<file path="src/shared/cgp_map.svh">
/*
 Constants of the current gauge PWM back end: clock rate, slot timing,
 ramp resolution, duty mapping figures and reset values.
 Assumes it is included by bare name after the package is compiled.
*/
`ifndef CGP_MAP_SVH
`define CGP_MAP_SVH

// Clock and slot timing
`define CGP_CLK_PERIOD_NS 10
`define CGP_NS_PER_MS 1000000
`define CGP_SLOT_TIME_MS 50

// Ramp resolution: 1024 levels, each level split into sub-steps
`define CGP_PWM_LEVELS 1024
`define CGP_RAMP_BITS 10
`define CGP_SUB_BITS 4

// Cycles per modulator sample, rounded down so a slot never overruns
`define CGP_SAMPLE_CYCLES ((`CGP_SLOT_TIME_MS * `CGP_NS_PER_MS / `CGP_CLK_PERIOD_NS) / \
   (`CGP_PWM_LEVELS * (1 << `CGP_SUB_BITS)))

// Duty mapping: offset per full scale is levels / 2.2
`define CGP_GAIN_NUM 10
`define CGP_GAIN_DEN 22
`define CGP_MID_CODE 10'h200
`define CGP_FULL_POS_CODE 10'h3d1
`define CGP_FULL_NEG_CODE 10'h02f

// Full scale option in amperes, fixed at build time
`define CGP_FULL_SCALE_A 1

`endif

</file>
<file path="src/shared/cgp_pkg.sv">
/*
 Types of the current gauge PWM back end.
 Assumes nothing beyond a SystemVerilog compiler.
*/
package cgp_pkg;

   // Operating mode of the gauge
   typedef enum logic {
      CGP_SHUTDOWN,
      CGP_RUN
   } cgp_mode_e;

   // Duty code, one of 1024 levels
   typedef logic [9:0] cgp_code_t;

endpackage

</file>
<file path="src/rtl/cgp_gauge.sv">
/*
 Digital back end of a current gauge: averages the modulator bitstream
 over fixed slots and shows the result as a 1024-level PWM duty cycle.
 Assumes the pulse-density bit and the shutdown pin are asynchronous
 pins; the host measures the duty cycle on pwm_out.
*/
// Functional notes
// - Bitstream is decimated into a signed multi-bit current value per slot.
// - Output is high while the free-running ramp lies below the code.
// - Zero average current gives mid-scale code, half duty.
// - Positive current above half duty, negative below.
// - Full scale gives 95.5 percent, negative full scale 4.5 percent.
// - Current equals 2.2 times duty minus one half, times full scale.
// - Full scale is a fixed build option of 1 A or 10 A.
// - Current is averaged over consecutive 50 ms slots.
// - Ramp and comparator resolve 1024 levels.
// - High time is code plus one half ramp steps.
// - Low shutdown input stops the gauge, high input runs it.
// - One PWM period per slot, nominally 20 Hz.
// - Each period shows the average of the slot just before.
`timescale 1ns/1ps
`include "cgp_map.svh"
module cgp_gauge #(
   parameter int SAMPLE_CYCLES = `CGP_SAMPLE_CYCLES,
   parameter int SUB_BITS = `CGP_SUB_BITS,
   parameter int FULL_SCALE_A = `CGP_FULL_SCALE_A
) (
   input wire logic clk,
   input wire logic rst_n,
   input wire logic mod_bit_in,
   input wire logic low_power_request_n,
   output logic pwm_out,
   output logic lp_mode,
   output cgp_pkg::cgp_code_t duty_code
);
   import cgp_pkg::*;

   localparam int RB = `CGP_RAMP_BITS;
   localparam int SB = SUB_BITS;
   localparam int CW = RB + SB + 1;
   localparam logic [RB-1:0] GAIN = RB'((`CGP_PWM_LEVELS * `CGP_GAIN_NUM) / `CGP_GAIN_DEN);
   // Samples per slot; compared against twice the ones count to get a signed value
   localparam logic [CW+1:0] TOTAL2 = (CW+2)'(1) << (RB + SB);
   localparam logic [SB-1:0] HALF_SUB = SB'(1) << (SB - 1);
   localparam logic [RB-1:0] RAMP_LAST = '1;
   localparam logic [SB-1:0] SUB_LAST = '1;

   logic mod_bit;
   logic run_req;
   logic tick;
   logic active;
   logic wrap;
   cgp_mode_e mode_reg;
   logic [RB-1:0] ramp_reg;
   logic [SB-1:0] fine_reg;
   logic [CW-1:0] ones_reg;
   logic [CW-1:0] final_count;
   logic signed [CW+1:0] diff;
   logic signed [CW+RB+2:0] prod;
   logic signed [RB:0] offs;
   cgp_code_t code_calc;
   cgp_code_t code_reg;
   logic pwm_reg;

   // Pin inputs pass two flops before use
   cgp_sync #(
      .RESET_VAL(1'b0)
   ) u_sync_bit (
      .clk(clk),
      .rst_n(rst_n),
      .d(mod_bit_in),
      .q(mod_bit)
   );

   cgp_sync #(
      .RESET_VAL(1'b0)
   ) u_sync_sd (
      .clk(clk),
      .rst_n(rst_n),
      .d(low_power_request_n),
      .q(run_req)
   );

   // Mode follows the shutdown input; low means shutdown
   always_ff @(posedge clk) begin
      if (!rst_n) begin
         mode_reg <= CGP_SHUTDOWN;
      end else begin
         case (mode_reg)
            CGP_SHUTDOWN: mode_reg <= run_req ? CGP_RUN : CGP_SHUTDOWN;
            CGP_RUN: mode_reg <= run_req ? CGP_RUN : CGP_SHUTDOWN;
            default: mode_reg <= CGP_SHUTDOWN;
         endcase
      end
   end

   assign active = (mode_reg == CGP_RUN);
   assign lp_mode = !active;

   // Sample enable; held cleared in shutdown so a slot restarts aligned
   cgp_tick_div #(
      .CYCLES(SAMPLE_CYCLES)
   ) u_div (
      .clk(clk),
      .rst_n(rst_n),
      .clear(!active),
      .tick(tick)
   );

   // Last sample of the slot and of the ramp sweep
   assign wrap = tick && (ramp_reg == RAMP_LAST) && (fine_reg == SUB_LAST);

   // Ramp: 1024 levels, each of 2**SB samples, one sweep per slot
   always_ff @(posedge clk) begin
      if (!rst_n || !active) begin
         ramp_reg <= '0;
         fine_reg <= '0;
      end else if (tick) begin
         {ramp_reg, fine_reg} <= {ramp_reg, fine_reg} + 1'b1;
      end
   end

   // Integrate-and-dump of the bitstream over the slot
   always_ff @(posedge clk) begin
      if (!rst_n || !active) begin
         ones_reg <= '0;
      end else if (wrap) begin
         ones_reg <= '0;
      end else if (tick) begin
         ones_reg <= ones_reg + CW'(mod_bit);
      end
   end

   // Signed average and duty mapping: code = mid + avg * 1024 / 2.2
   always_comb begin
      final_count = ones_reg + CW'(mod_bit);
      diff = $signed({1'b0, final_count, 1'b0}) - $signed(TOTAL2);
      prod = diff * $signed({1'b0, GAIN});
      offs = prod[RB+SB+RB -: RB+1];
      code_calc = cgp_code_t'($signed({1'b0, `CGP_MID_CODE}) + offs);
   end

   // Code from the finished slot loads only when a new sweep starts
   always_ff @(posedge clk) begin
      if (!rst_n || !active) begin
         code_reg <= `CGP_MID_CODE;
      end else if (wrap) begin
         code_reg <= code_calc;
      end
   end

   assign duty_code = code_reg;

   // Comparator with a half-step extension at the equal level
   always_ff @(posedge clk) begin
      if (!rst_n || !active) begin
         pwm_reg <= 1'b0;
      end else begin
         pwm_reg <= (ramp_reg < code_reg) ||
            ((ramp_reg == code_reg) && (fine_reg < HALF_SUB));
      end
   end

   assign pwm_out = pwm_reg;

   // Helper: cycles since the last sweep start, for slot length checks
   logic [31:0] gap_cnt;
   logic seen_wrap;
   localparam logic [31:0] SLOT_LAST = 32'(SAMPLE_CYCLES * (1 << (RB + SB)) - 1);

   always_ff @(posedge clk) begin
      if (!rst_n || !active) begin
         gap_cnt <= '0;
         seen_wrap <= 1'b0;
      end else if (wrap) begin
         gap_cnt <= '0;
         seen_wrap <= 1'b1;
      end else begin
         gap_cnt <= gap_cnt + 1'b1;
      end
   end
endmodule

</file>
<file path="src/rtl/cgp_sync.sv">
/*
 Two-flop synchroniser for one asynchronous level.
 Assumes the input is a pin or another clock domain; reset is synchronous.
*/
`timescale 1ns/1ps
module cgp_sync #(
   parameter logic RESET_VAL = 1'b0
) (
   input wire logic clk,
   input wire logic rst_n,
   input wire logic d,
   output logic q
);
   logic meta_reg;

   // First stage is read only by the second stage
   always_ff @(posedge clk) begin
      if (!rst_n) begin
         meta_reg <= RESET_VAL;
         q <= RESET_VAL;
      end else begin
         meta_reg <= d;
         q <= meta_reg;
      end
   end
endmodule

</file>
<file path="src/rtl/cgp_tick_div.sv">
/*
 Clock divider giving a one-cycle enable pulse every CYCLES clocks.
 Assumes one clock; clear restarts the count at zero.
*/
`timescale 1ns/1ps
module cgp_tick_div #(
   parameter int CYCLES = 305
) (
   input wire logic clk,
   input wire logic rst_n,
   input wire logic clear,
   output logic tick
);
   localparam int W = (CYCLES > 2) ? $clog2(CYCLES) : 1;
   localparam logic [W-1:0] LAST = W'(CYCLES - 1);

   logic [W-1:0] cnt_reg;

   // Pulse on the last count of each period
   assign tick = !clear && (cnt_reg == LAST);

   // Period counter
   always_ff @(posedge clk) begin
      if (!rst_n || clear) begin
         cnt_reg <= '0;
      end else if (cnt_reg == LAST) begin
         cnt_reg <= '0;
      end else begin
         cnt_reg <= cnt_reg + 1'b1;
      end
   end
endmodule

</file>
<file path="config.mk">
export PLATFORM = sky130hd
export DESIGN_NAME = cgp_gauge
export DESIGN_NICKNAME = d
export VERILOG_FILES = /design/src/shared/cgp_pkg.sv /design/src/rtl/cgp_gauge.sv /design/src/rtl/cgp_sync.sv /design/src/rtl/cgp_tick_div.sv
export VERILOG_INCLUDE_DIRS = /design/src /design/src/shared
export SDC_FILE = /design/constraint.sdc
export NUM_CORES = 1
export LEC_CHECK = 0
export ABC_AREA = 1
export BUFFER_PORTS_ARGS = -buffer_cell sky130_fd_sc_hd__buf_2
export CELL_PAD_IN_SITES_DETAIL_PLACEMENT = 1
export CELL_PAD_IN_SITES_GLOBAL_PLACEMENT = 1
export CORE_ASPECT_RATIO = 0.9
export CORE_UTILIZATION = 51
export CTS_CLUSTER_SIZE = 20
export DETAILED_ROUTE_END_ITERATION = 10
export MAX_ROUTING_LAYER = met4
export PLACE_DENSITY = 0.95
export SLEW_MARGIN = 10
export SYNTH_ARGS = -nofsm -noshare
export SYNTH_HDL_FRONTEND = slang
export SYNTH_SLANG_ARGS = --single-unit
</file>
<file path="constraint.sdc">
create_clock -name clk -period 15.2 [get_ports clk]
set_input_delay 3.04 -clock clk [delete_from_list [all_inputs] [get_ports clk]]
set_output_delay 3.04 -clock clk [all_outputs]
set_load 0.1 [all_outputs]
</file>
==> results.cfg, run 1 <==
[power]
power_leakage_nw = 3.06
vdd_drop_max_mv = 0.0497
powerDensity_mw_per_mm2 = 48.6

[synthesis]
synth_cells = 768
synth_edf_count = 0
synthAdderAreaFrac = 0.299
async_flop_share = 0
synth_nets = 882
ys_types = 40
synth_compound_area_frac = 0.0769
ys_warn_count = 0
ys_seq_elements = 54
ys_seq_area_frac = 0.194
syn_area_per_cell_um2 = 7.24
synth_ff_type = dfxtp_1
synth_area_mm2 = 0.00556
synth.area.mux_share = 0
synth_top_family_by_area = adder cells
synth-xor-area-share = 0.0380
synth-simple-area-share = 0.266

[finish]
insertedDiodeCount = 0
nets = 898
design_area_mm2 = 0.00594
final_layout_size_suffix_gt1_frac = 0.0701
area_growth_pct = 6.73
final_cell_mix = 172 x inv_1, 143 x nand2_1, 80 x nor2_1, 72 x ha_1, 54 x dfxtp_1
fill_cells = 1374
largest_reg_flops = 15
regArea_mm2 = 0.00108
multi_input_area_mm2 = 0.00378
final_common_cell = inv_1

[place]
dpl-instance-area_mm2 = 0.00576
dp_hpwl_um = 13800
dp_worst_setup_slack_ns = 9.49
place_congestion = 0.912
port_buffers = 15

[sta]
fin_ws_ns = 9.45
setup_tns_ns = 0
period_needed_ns = 5.75
setup_viol = 0
grt_setup_unrepaired = no
clock_skew_ns = 0.00945
relSlewSlack = 0.503
worst_pin_slew_ns = 0.744
fmax_mhz = 174
hold_violations = 0
drv_slew = 0
finalCritPeriodShare = 0.379

[route]
routed_via_density = 5.73
antenna_left = 0
vias = 5239
drc = 1
drt-total-wl_um = 17600
wl_per_cell_um = 19.3
dr.pass1.iters = 8
drt-initial-drc-count = 291

[clock_network]
hold_buffers = 0
cts.reportedPaths.clkPinSlew_ns = 0.08
cts-htree-levels = 2
cts_root_buffer = clkbuf_16
cts_tree = built
worstSkewPairLatency_ns = 0.31
clock_sinks = 54
cts_buffers = 5
postCtsSetupBuffers = 0
cts_buffer_depth = 2
ctsResizeCount = 0

[global_route]
met1_usage = 0.377
antenna_found_initial = 0
grt_overflow = 0
grt_max_degree = 23
grt_pass1_wl_um = 29200
grt_pass1_vias = 5753
grt_busiest_layer = met2
use_met3 = 0.0565
use_met2 = 0.612
gr-usage-all-layers = 0.345

[worst_setup_path]
cp_data_arrival_time_ns = 5.96
cp_max_fo = 6
rrSetupSlack_ns = 9.45
critical_path_class = reg -> reg
worstSetupStartpointType = flop
cp-end-kind = flop
required_ns = 15.40

[floorplan]
rows = 35
io_pins = 16
die_area_mm2 = 0.0113
start_util = 0.534
die_width_um = 112
core_mm2 = 0.0104
dieHeight_um = 101

[run_status]
status = finished with violations
violations = design-rule violations

[worst_hold_path]
min_path_type = reg -> reg

[run]
cap_violations = 0
## report_power, final
group	switching (mW)	leakage, nW	internal [mW]	total [mW]
logic	0.00377	2.54	0.00147	0.00525
registers	0.000287	0.436	0.142	0.142
clock network	0.0621	0.0844	0.0789	0.141
## layer usage
metal	share of wire	up-vias
met4	0.045	0
met5	0	-
met1	0.41	2558
met2	0.50	171
li1	-	2437
met3	0.047	73
## path summary, 6_finish.rpt
path	startpoint	endpoint	depth (start not counted)
worst max-delay path	ones_reg[0]	duty_code[9]	25
worst min-delay path	u_sync_bit.meta_reg	u_sync_bit.q	2
worst max register to register	ones_reg[0]	duty_code[9]	25
worst min register to register	u_sync_bit.meta_reg	u_sync_bit.q	2
## critical path: stages (launching register included)
cell and delay [ns]:
dfxtp_1 0.34, ha_1 0.26, ha_1 0.25, nand2_1 0.08, inv_1 0.12, nand2_2 0.11, inv_1 0.09, nand2_2 0.09
nor3_4 0.21, xor2_1 0.31, ha_1 0.34, ha_1 0.31, fa_1 0.49, fa_1 0.50, ha_1 0.31, inv_1 0.06
fa_1 0.51, inv_1 0.04, ha_1 0.38, nand4_1 0.19, nor3_1 0.22, nand3_1 0.13, nand3_1 0.12, nand2_1 0.05
nand3_1 0.09, nand2_1 0.06
## metrics by stage
stage	utilization	power [mW]	instances	hold WS [ns]
floorplan	-	0.149	768	0.390
global placement	0.553	0.150	906	0.395
detailed placement	0.553	0.150	906	0.402
CTS	0.570	0.290	914	0.420
global route	0.570	0.295	914	0.454
finish	0.570	0.289	914	0.415
## cells in the mapped netlist (2+ instances only)
cell	number	area, um2
nand4_1	14	87.6
nand3_1	36	180
clkbuf_1	3	11.3
nand2_2	7	43.8
nor2_2	2	12.5
fa_1	38	761
nand3_4	2	35.0
xor2_1	16	140
nor2_4	5	56.3
o21bai_1	3	22.5
nor3_2	2	20.0
dfxtp_1	54	1080
inv_1	172	646
nand3_2	2	20.0
a21o_1	2	15.0
inv_2	3	11.3
nor3b_1	5	37.5
nand2_1	143	537
xnor2_1	5	43.8
or2_2	3	18.8
nor4_1	6	37.5
ha_1	72	901
o21ai_0	19	95.1
nor2_1	80	300
nor3_1	9	45.0
a31oi_1	5	31.3
a21oi_1	46	230
o21ai_1	2	10.0
## cell families after synthesis
group | Yosys count
and+or+nand+nor | 319
buffers and inverters | 183
adders and majority gates | 110
AOI/OAI and AO/OA | 80
DFF | 54
xor gates and xnor gates | 22
## final cells by class
class                           count  share of cell area
Multi-Input combinational cell    531               0.637
Clock buffer                        5              0.0211
Timing Repair Buffer               15              0.0126
Sequential cell                    54               0.182
Inverter                          177               0.112
Tap cell                          129              0.0272
Clock inverter                      3             0.00801
No activity file was read; power rests on OpenSTA's default activity.
==> run 2: changes to the inputs <==
--- a/config.mk
+++ b/config.mk
@@ -11,11 +11,11 @@
 export CELL_PAD_IN_SITES_DETAIL_PLACEMENT = 1
 export CELL_PAD_IN_SITES_GLOBAL_PLACEMENT = 1
 export CORE_ASPECT_RATIO = 0.9
-export CORE_UTILIZATION = 51
+export CORE_UTILIZATION = 47
 export CTS_CLUSTER_SIZE = 20
 export DETAILED_ROUTE_END_ITERATION = 10
 export MAX_ROUTING_LAYER = met4
-export PLACE_DENSITY = 0.95
+export PLACE_DENSITY = 0.9
 export SLEW_MARGIN = 10
 export SYNTH_ARGS = -nofsm -noshare
 export SYNTH_HDL_FRONTEND = slang
==> constraint.sdc (replaced) <==
create_clock -name clk -period 5.9 [get_ports clk]
set_input_delay 1.18 -clock clk [delete_from_list [all_inputs] [get_ports clk]]
set_output_delay 1.18 -clock clk [all_outputs]
set_load 0.1 [all_outputs]
==> run 2 against run 1 <==
Effect of this change: clock power increased by 130%; routed wire length decreased by 12%; flip-flop and latch count unchanged; critical path type unchanged; sequential power increased to 2.6 times the previous value; register-to-register slack got worse by 9.1 ns; clock skew decreased by 0.00090 ns; highest routed layer unchanged; the run now ends clean; die area increased by 8.3%; non-clock buffer count unchanged; sequential share of layout area decreased by 0.095 points; power increased by 150%; critical endpoint is now duty_code[8]; combinational power increased by 140%; via count decreased by 5.0%.
==> results.cfg, run 2 (same netlist as run 1, synthesis figures left out) <==
[sta]
clock_skew_ns = 0.00855
setup_viol = 0
relSlewSlack = 0.531
worst_pin_slew_ns = 0.702
hold_violations = 0
finalCritPeriodShare = 0.936
hold_ws_ns = 0.423
grt_setup_unrepaired = no
period_needed_ns = 5.53
fmax_mhz = 181
setup_tns_ns = 0
drv_slew = 0

[worst_setup_path]
cp_data_arrival_time_ns = 5.74
cp-end-kind = flop
crit_start = ones_reg[0]
max_stage_delay_ns = 0.50
required_ns = 6.12
timing.rr.start = ones_reg[0]
crit_buf_inv = 6
critical_path_class = reg -> reg
path_common_cell = inv_1
worstSetupStartpointType = flop
cpLargestDelayFamily = adder cells
cp_max_fo = 6
slowest_stage = fa_1

[floorplan]
die_area_mm2 = 0.0123
io_pins = 16
rows = 37
start_util = 0.485
core_mm2 = 0.0115
dieHeight_um = 105
die_width_um = 117

[clock_network]
cts_buffers = 5
cts_root_buffer = clkbuf_16
ctsResizeCount = 0
cts_tree = built
hold_buffers = 0
postCtsSetupBuffers = 0
worstSkewPairLatency_ns = 0.31
clock_sinks = 54
cts.reportedPaths.clkPinSlew_ns = 0.08
cts-htree-levels = 2
cts_buffer_depth = 2

[finish]
regArea_mm2 = 0.00108
multi_input_area_mm2 = 0.00380
fill_cells = 1540
insertedDiodeCount = 0
final_layout_size_suffix_gt1_frac = 0.0739
largest_reg_flops = 15
nets = 898
area_growth_pct = 7.29
final_cell_mix = 172 x inv_1, 143 x nand2_1, 80 x nor2_1, 71 x ha_1, 54 x dfxtp_1
final_common_cell = inv_1

[place]
place_congestion = 0.967
port_buffers = 15
dp_hpwl_um = 12700

[power]
vdd_drop_max_mv = 0.0991
powerDensity_mw_per_mm2 = 119
power_leakage_nw = 3.05

[worst_hold_path]
min_path_type = reg -> reg
hold_start = u_sync_sd.q

[global_route]
grt_pass1_wl_um = 26500
antenna_found_initial = 0
grt_overflow = 0
grt_max_degree = 23
gr-usage-all-layers = 0.284
grt_pass1_vias = 5599

[route]
drt-total-wl_um = 15500
drt-initial-drc-count = 248
vias = 4977
antenna_left = 0
dr.pass1.iters = 4
routed_via_density = 5.29
drc = 0
wl_per_cell_um = 16.5

[run_status]
status = finished clean

[run]
cap_violations = 0
[run 2: through the flow]
step | utilization | instances | worst slack [ns] | instance area [um2] | power (mW)
6_report | 0.520 | 941 | 0.375 | 5970 | 0.708
3_3_place_gp | 0.505 | 933 | 0.553 | 5800 | 0.387
4_1_cts | 0.518 | 941 | 0.234 | 5950 | 0.708
3_5_place_dp | 0.505 | 933 | 0.269 | 5800 | 0.387
5_1_grt | 0.520 | 941 | 0.0434 | 5970 | 0.728
2_1_floorplan | - | 768 | 0.853 | 5560 | 0.383
[run 2: worst paths after layout]
path	end	cells past startpoint	slack (ns)
max	duty_code[8]	27	0.37
min	active	2	0.42
max reg2reg	duty_code[8]	27	0.37
min reg2reg	active	2	0.42
[run 2: report_power, final]
group          total, mW  internal, mW  switching [mW]  leakage [nW]
combinational     0.0127       0.00367         0.00900          2.54
sequential         0.366         0.366        0.000778         0.436
clock              0.329         0.163           0.166        0.0759
[run 2: routing by layer]
metal  up-vias  global-route usage  part of all wire
met4         0              0.0805             0.024
met5         -                   -                 0
li1       2433                   -                 -
met3        33              0.0368             0.032
met2        88               0.494              0.50
met1      2423               0.341              0.44
[run 2: worst reg2reg max path, delay by kind of cell (launching register included)]
family                   cells  cell delay, ns
AND/OR/NAND/NOR             11            1.21
adder cells (fa/ha/maj)      9            3.20
buffers and inverters        6            0.46
XOR/XNOR                     1            0.24
flip-flops                   1            0.34
[run 2: area by class of cell]
| class | count | share of cell area |
|---|---|---|
| flip-flops and latches | 54 | 0.181 |
| multi-input cells | 531 | 0.636 |
| well taps | 156 | 0.0327 |
| repair buffers | 15 | 0.0126 |
| clock buffers | 5 | 0.0210 |
| inverters | 177 | 0.112 |
| clock inverters | 3 | 0.00482 |
==> run 3: changes to the inputs <==
--- a/config.mk
+++ b/config.mk
@@ -6,12 +6,11 @@
 export SDC_FILE = /design/constraint.sdc
 export NUM_CORES = 1
 export LEC_CHECK = 0
-export ABC_AREA = 1
 export BUFFER_PORTS_ARGS = -buffer_cell sky130_fd_sc_hd__buf_2
 export CELL_PAD_IN_SITES_DETAIL_PLACEMENT = 1
 export CELL_PAD_IN_SITES_GLOBAL_PLACEMENT = 1
 export CORE_ASPECT_RATIO = 0.9
-export CORE_UTILIZATION = 47
+export CORE_UTILIZATION = 49
 export CTS_CLUSTER_SIZE = 20
 export DETAILED_ROUTE_END_ITERATION = 10
 export MAX_ROUTING_LAYER = met4
==> run 3 against run 2 <==
Effect of this change: the flow now finishes with violations (design-rule violations, negative setup slack); first-iteration DRC count rose by 110%; via count rose by 5.4%; combinational power rose by 8%; design area rose by 5.7%; sequential power barely moved; fmax fell by 15%; largest power group unchanged.
==> results.cfg, run 3 <==
[run_status]
status = finished with violations
violations = design-rule violations, negative setup slack

[route]
drc = 2
dr.pass1.iters = 8
drt-total-wl_um = 23100
wl_met1_um = 8580
drt-initial-drc-count = 520
route.met2.wl_um = 10500
wl_per_cell_um = 29.8
wl_met3_um = 1990
top_layer = met4
antenna_left = 0
vias = 5244
routed_via_density = 6.76

[synthesis]
ys_seq_area_frac = 0.202
synth_area_mm2 = 0.00536
yosysMostFrequentCell = inv_1
synth_top_area_frac = 0.202
synth_common_cells = 86 x inv_1, 72 x ha_1, 57 x nor2_1
ys_types = 65
ys_seq_elements = 54
async_flop_share = 0
netlist_top_cells_area = dfxtp_1 20%, ha_1 17%, fa_1 14%
synth_edf_count = 0
synth_ff_type = dfxtp_1
ys_warn_count = 0
syn_area_per_cell_um2 = 8.74
synth_nets = 728
synth_cells = 614
synth_top_area_cell = dfxtp_1

[floorplan]
core_mm2 = 0.0104
start_util = 0.515
dieHeight_um = 101
io_pins = 16
die_width_um = 112
rows = 35
die_area_mm2 = 0.0114

[finish]
final_cell_mix = 85 x inv_1, 60 x ha_1, 54 x nor2_1, 49 x dfxtp_1, 42 x nand2_1
largest_reg_flops = 15
final_common_cell = inv_1
fill_cells = 1162
multi_input_area_mm2 = 0.00425
fin_cells = 776
nets = 761
utilization = 0.605
final_layout_size_suffix_gt1_frac = 0.190
design_area_mm2 = 0.00631
area_growth_pct = 17.6
insertedDiodeCount = 0
regArea_mm2 = 0.00109

[sta]
worst_pin_slew_ns = 1.15
hold_ws_ns = 0.472
setup_tns_ns = -1.52
fmax_mhz = 154
period_needed_ns = 6.49
clock_skew_ns = 0.00595
drv_slew = 0
hold_violations = 0
relSlewSlack = 0.230
setup_viol = 7
finalCritPeriodShare = 1.10
fin_ws_ns = -0.590

[clock_network]
cts-htree-levels = 2
hold_buffers = 0
cts_buffers = 5
cts_buffer_depth = 2
cts_root_buffer = clkbuf_16
cts.reportedPaths.clkPinSlew_ns = 0.07
worstSkewPairLatency_ns = 0.31
clock_sinks = 54
cts_tree = built

[worst_setup_path]
r2r-end = duty_code[8]
timing.rr.start = ones_reg[0]
cp_data_arrival_time_ns = 6.64
worstSetupStartpointType = flop
cp_max_fo = 6
reg2reg_depth = 21
cp-end-kind = flop
critical_path_class = reg -> reg
required_ns = 6.05
rrSetupSlack_ns = -0.59

[place]
place_congestion = 0.868
dpl-instance-area_mm2 = 0.00566
dp_hpwl_um = 12600
dp_worst_setup_slack_ns = -0.175
port_buffers = 15
place_inst = 759

[power]
pwr-share-seq = 0.499
power_uw = 735
powerDensity_mw_per_mm2 = 117
p_sw_uw = 156
sw_frac_of_total = 0.212
p_comb_frac = 0.019
power_leakage_nw = 2.87
vdd_drop_max_mv = 0.155
p_int_uw = 580
clkPwrFrac = 0.483

[global_route]
grt_max_degree = 31
grt_pass1_vias = 5311
gr-usage-all-layers = 0.354
grt_overflow = 0
grt_pass1_wl_um = 29300
antenna_found_initial = 0

[worst_hold_path]
whs_path_depth = 1
holdPathEnd = active
min_path_type = reg -> reg
hold_start = u_sync_sd.q

[run]
cap_violations = 0
run 3: cell count changes in the layout (fill, tap and decap cells not counted), sizes merged, moves of 17 or more:
cell / delta
a21oi: -27
nand3: -23
buf: +31
nor2: -29
inv: -89
xnor2: +35
and2: +17
nand2: -108
run 3: critical path: stages (launching register included):
cell,delay (ns)
dfxtp_2,0.36
ha_4,0.17
ha_4,0.16
nand3_4,0.10
or4_4,0.49
nor2_4,0.19
xor2_4,0.22
nor2b_1,0.09
xnor2_1,0.29
fa_1,0.54
fa_1,0.51
ha_4,0.32
inv_1,0.12
fa_1,0.69
inv_1,0.13
ha_4,0.36
and3_1,0.24
and2_1,0.25
nand2_1,0.13
o211ai_1,0.34
nor3_2,0.14
a2111oi_4,0.47
run 3: worst max path at each step:
stage                     slack [ns]  cells past startpoint            to        start
after global routing           -0.57                     21  duty_code[8]  ones_reg[0]
final                          -0.59                     21  duty_code[8]  ones_reg[0]
after detailed placement       -0.17                     20  duty_code[9]  ones_reg[0]
after floorplan                 0.06                     22  duty_code[9]  ones_reg[0]
after global placement          0.26                     20  duty_code[9]  ones_reg[0]
after CTS                     -0.009                     20  duty_code[9]  ones_reg[0]
run 3: routing by layer:
layer	up-vias	global-route usage
met5	-	-
met4	0	0.230
met3	154	0.0634
met2	352	0.601
met1	2647	0.387
li1	2091	-
run 3: cells by family (layout without fill, tap and decap cells):
kind of cell / after synthesis / after routing / share of synthesized area
AND/OR/NAND/NOR: 202 / 202 / 0.200
adder cells (fa/ha/maj): 110 / 110 / 0.310
buffers and inverters: 107 / 140 / 0.0791
XOR/XNOR: 68 / 68 / 0.112
AO/OA/AOI/OAI: 66 / 66 / 0.0837
flip-flops: 54 / 54 / 0.202
multiplexers: 7 / 7 / 0.0138
run 3: final cells by class:
class / count / share of cell area
Inverter: 87 / 0.0518
Tap cell: 129 / 0.0256
Clock buffer: 6 / 0.0220
Timing Repair Buffer: 46 / 0.0500
Sequential cell: 54 / 0.173
Clock inverter: 1 / 0.00476
Multi-Input combinational cell: 453 / 0.673
run 3: power groups by stage:
stage          sequential (mW)  combinational (mW)  clock, mW
2_1_floorplan            0.376             0.00715          0
6_report                 0.367              0.0137      0.355
3_5_place_dp             0.375              0.0116          0
3_3_place_gp             0.375              0.0109          0
4_1_cts                  0.367              0.0118      0.348
5_1_grt                  0.367              0.0143      0.366
run 3: timing repair:
| item | 4_1_cts | 5_1_grt |
|---|---|---|
| gates resized for setup | 22 | 45 |
| setup buffers | 3 | 7 |
| pin swaps | 8 | 15 |
| setup endpoints to repair | 6 | 8 |
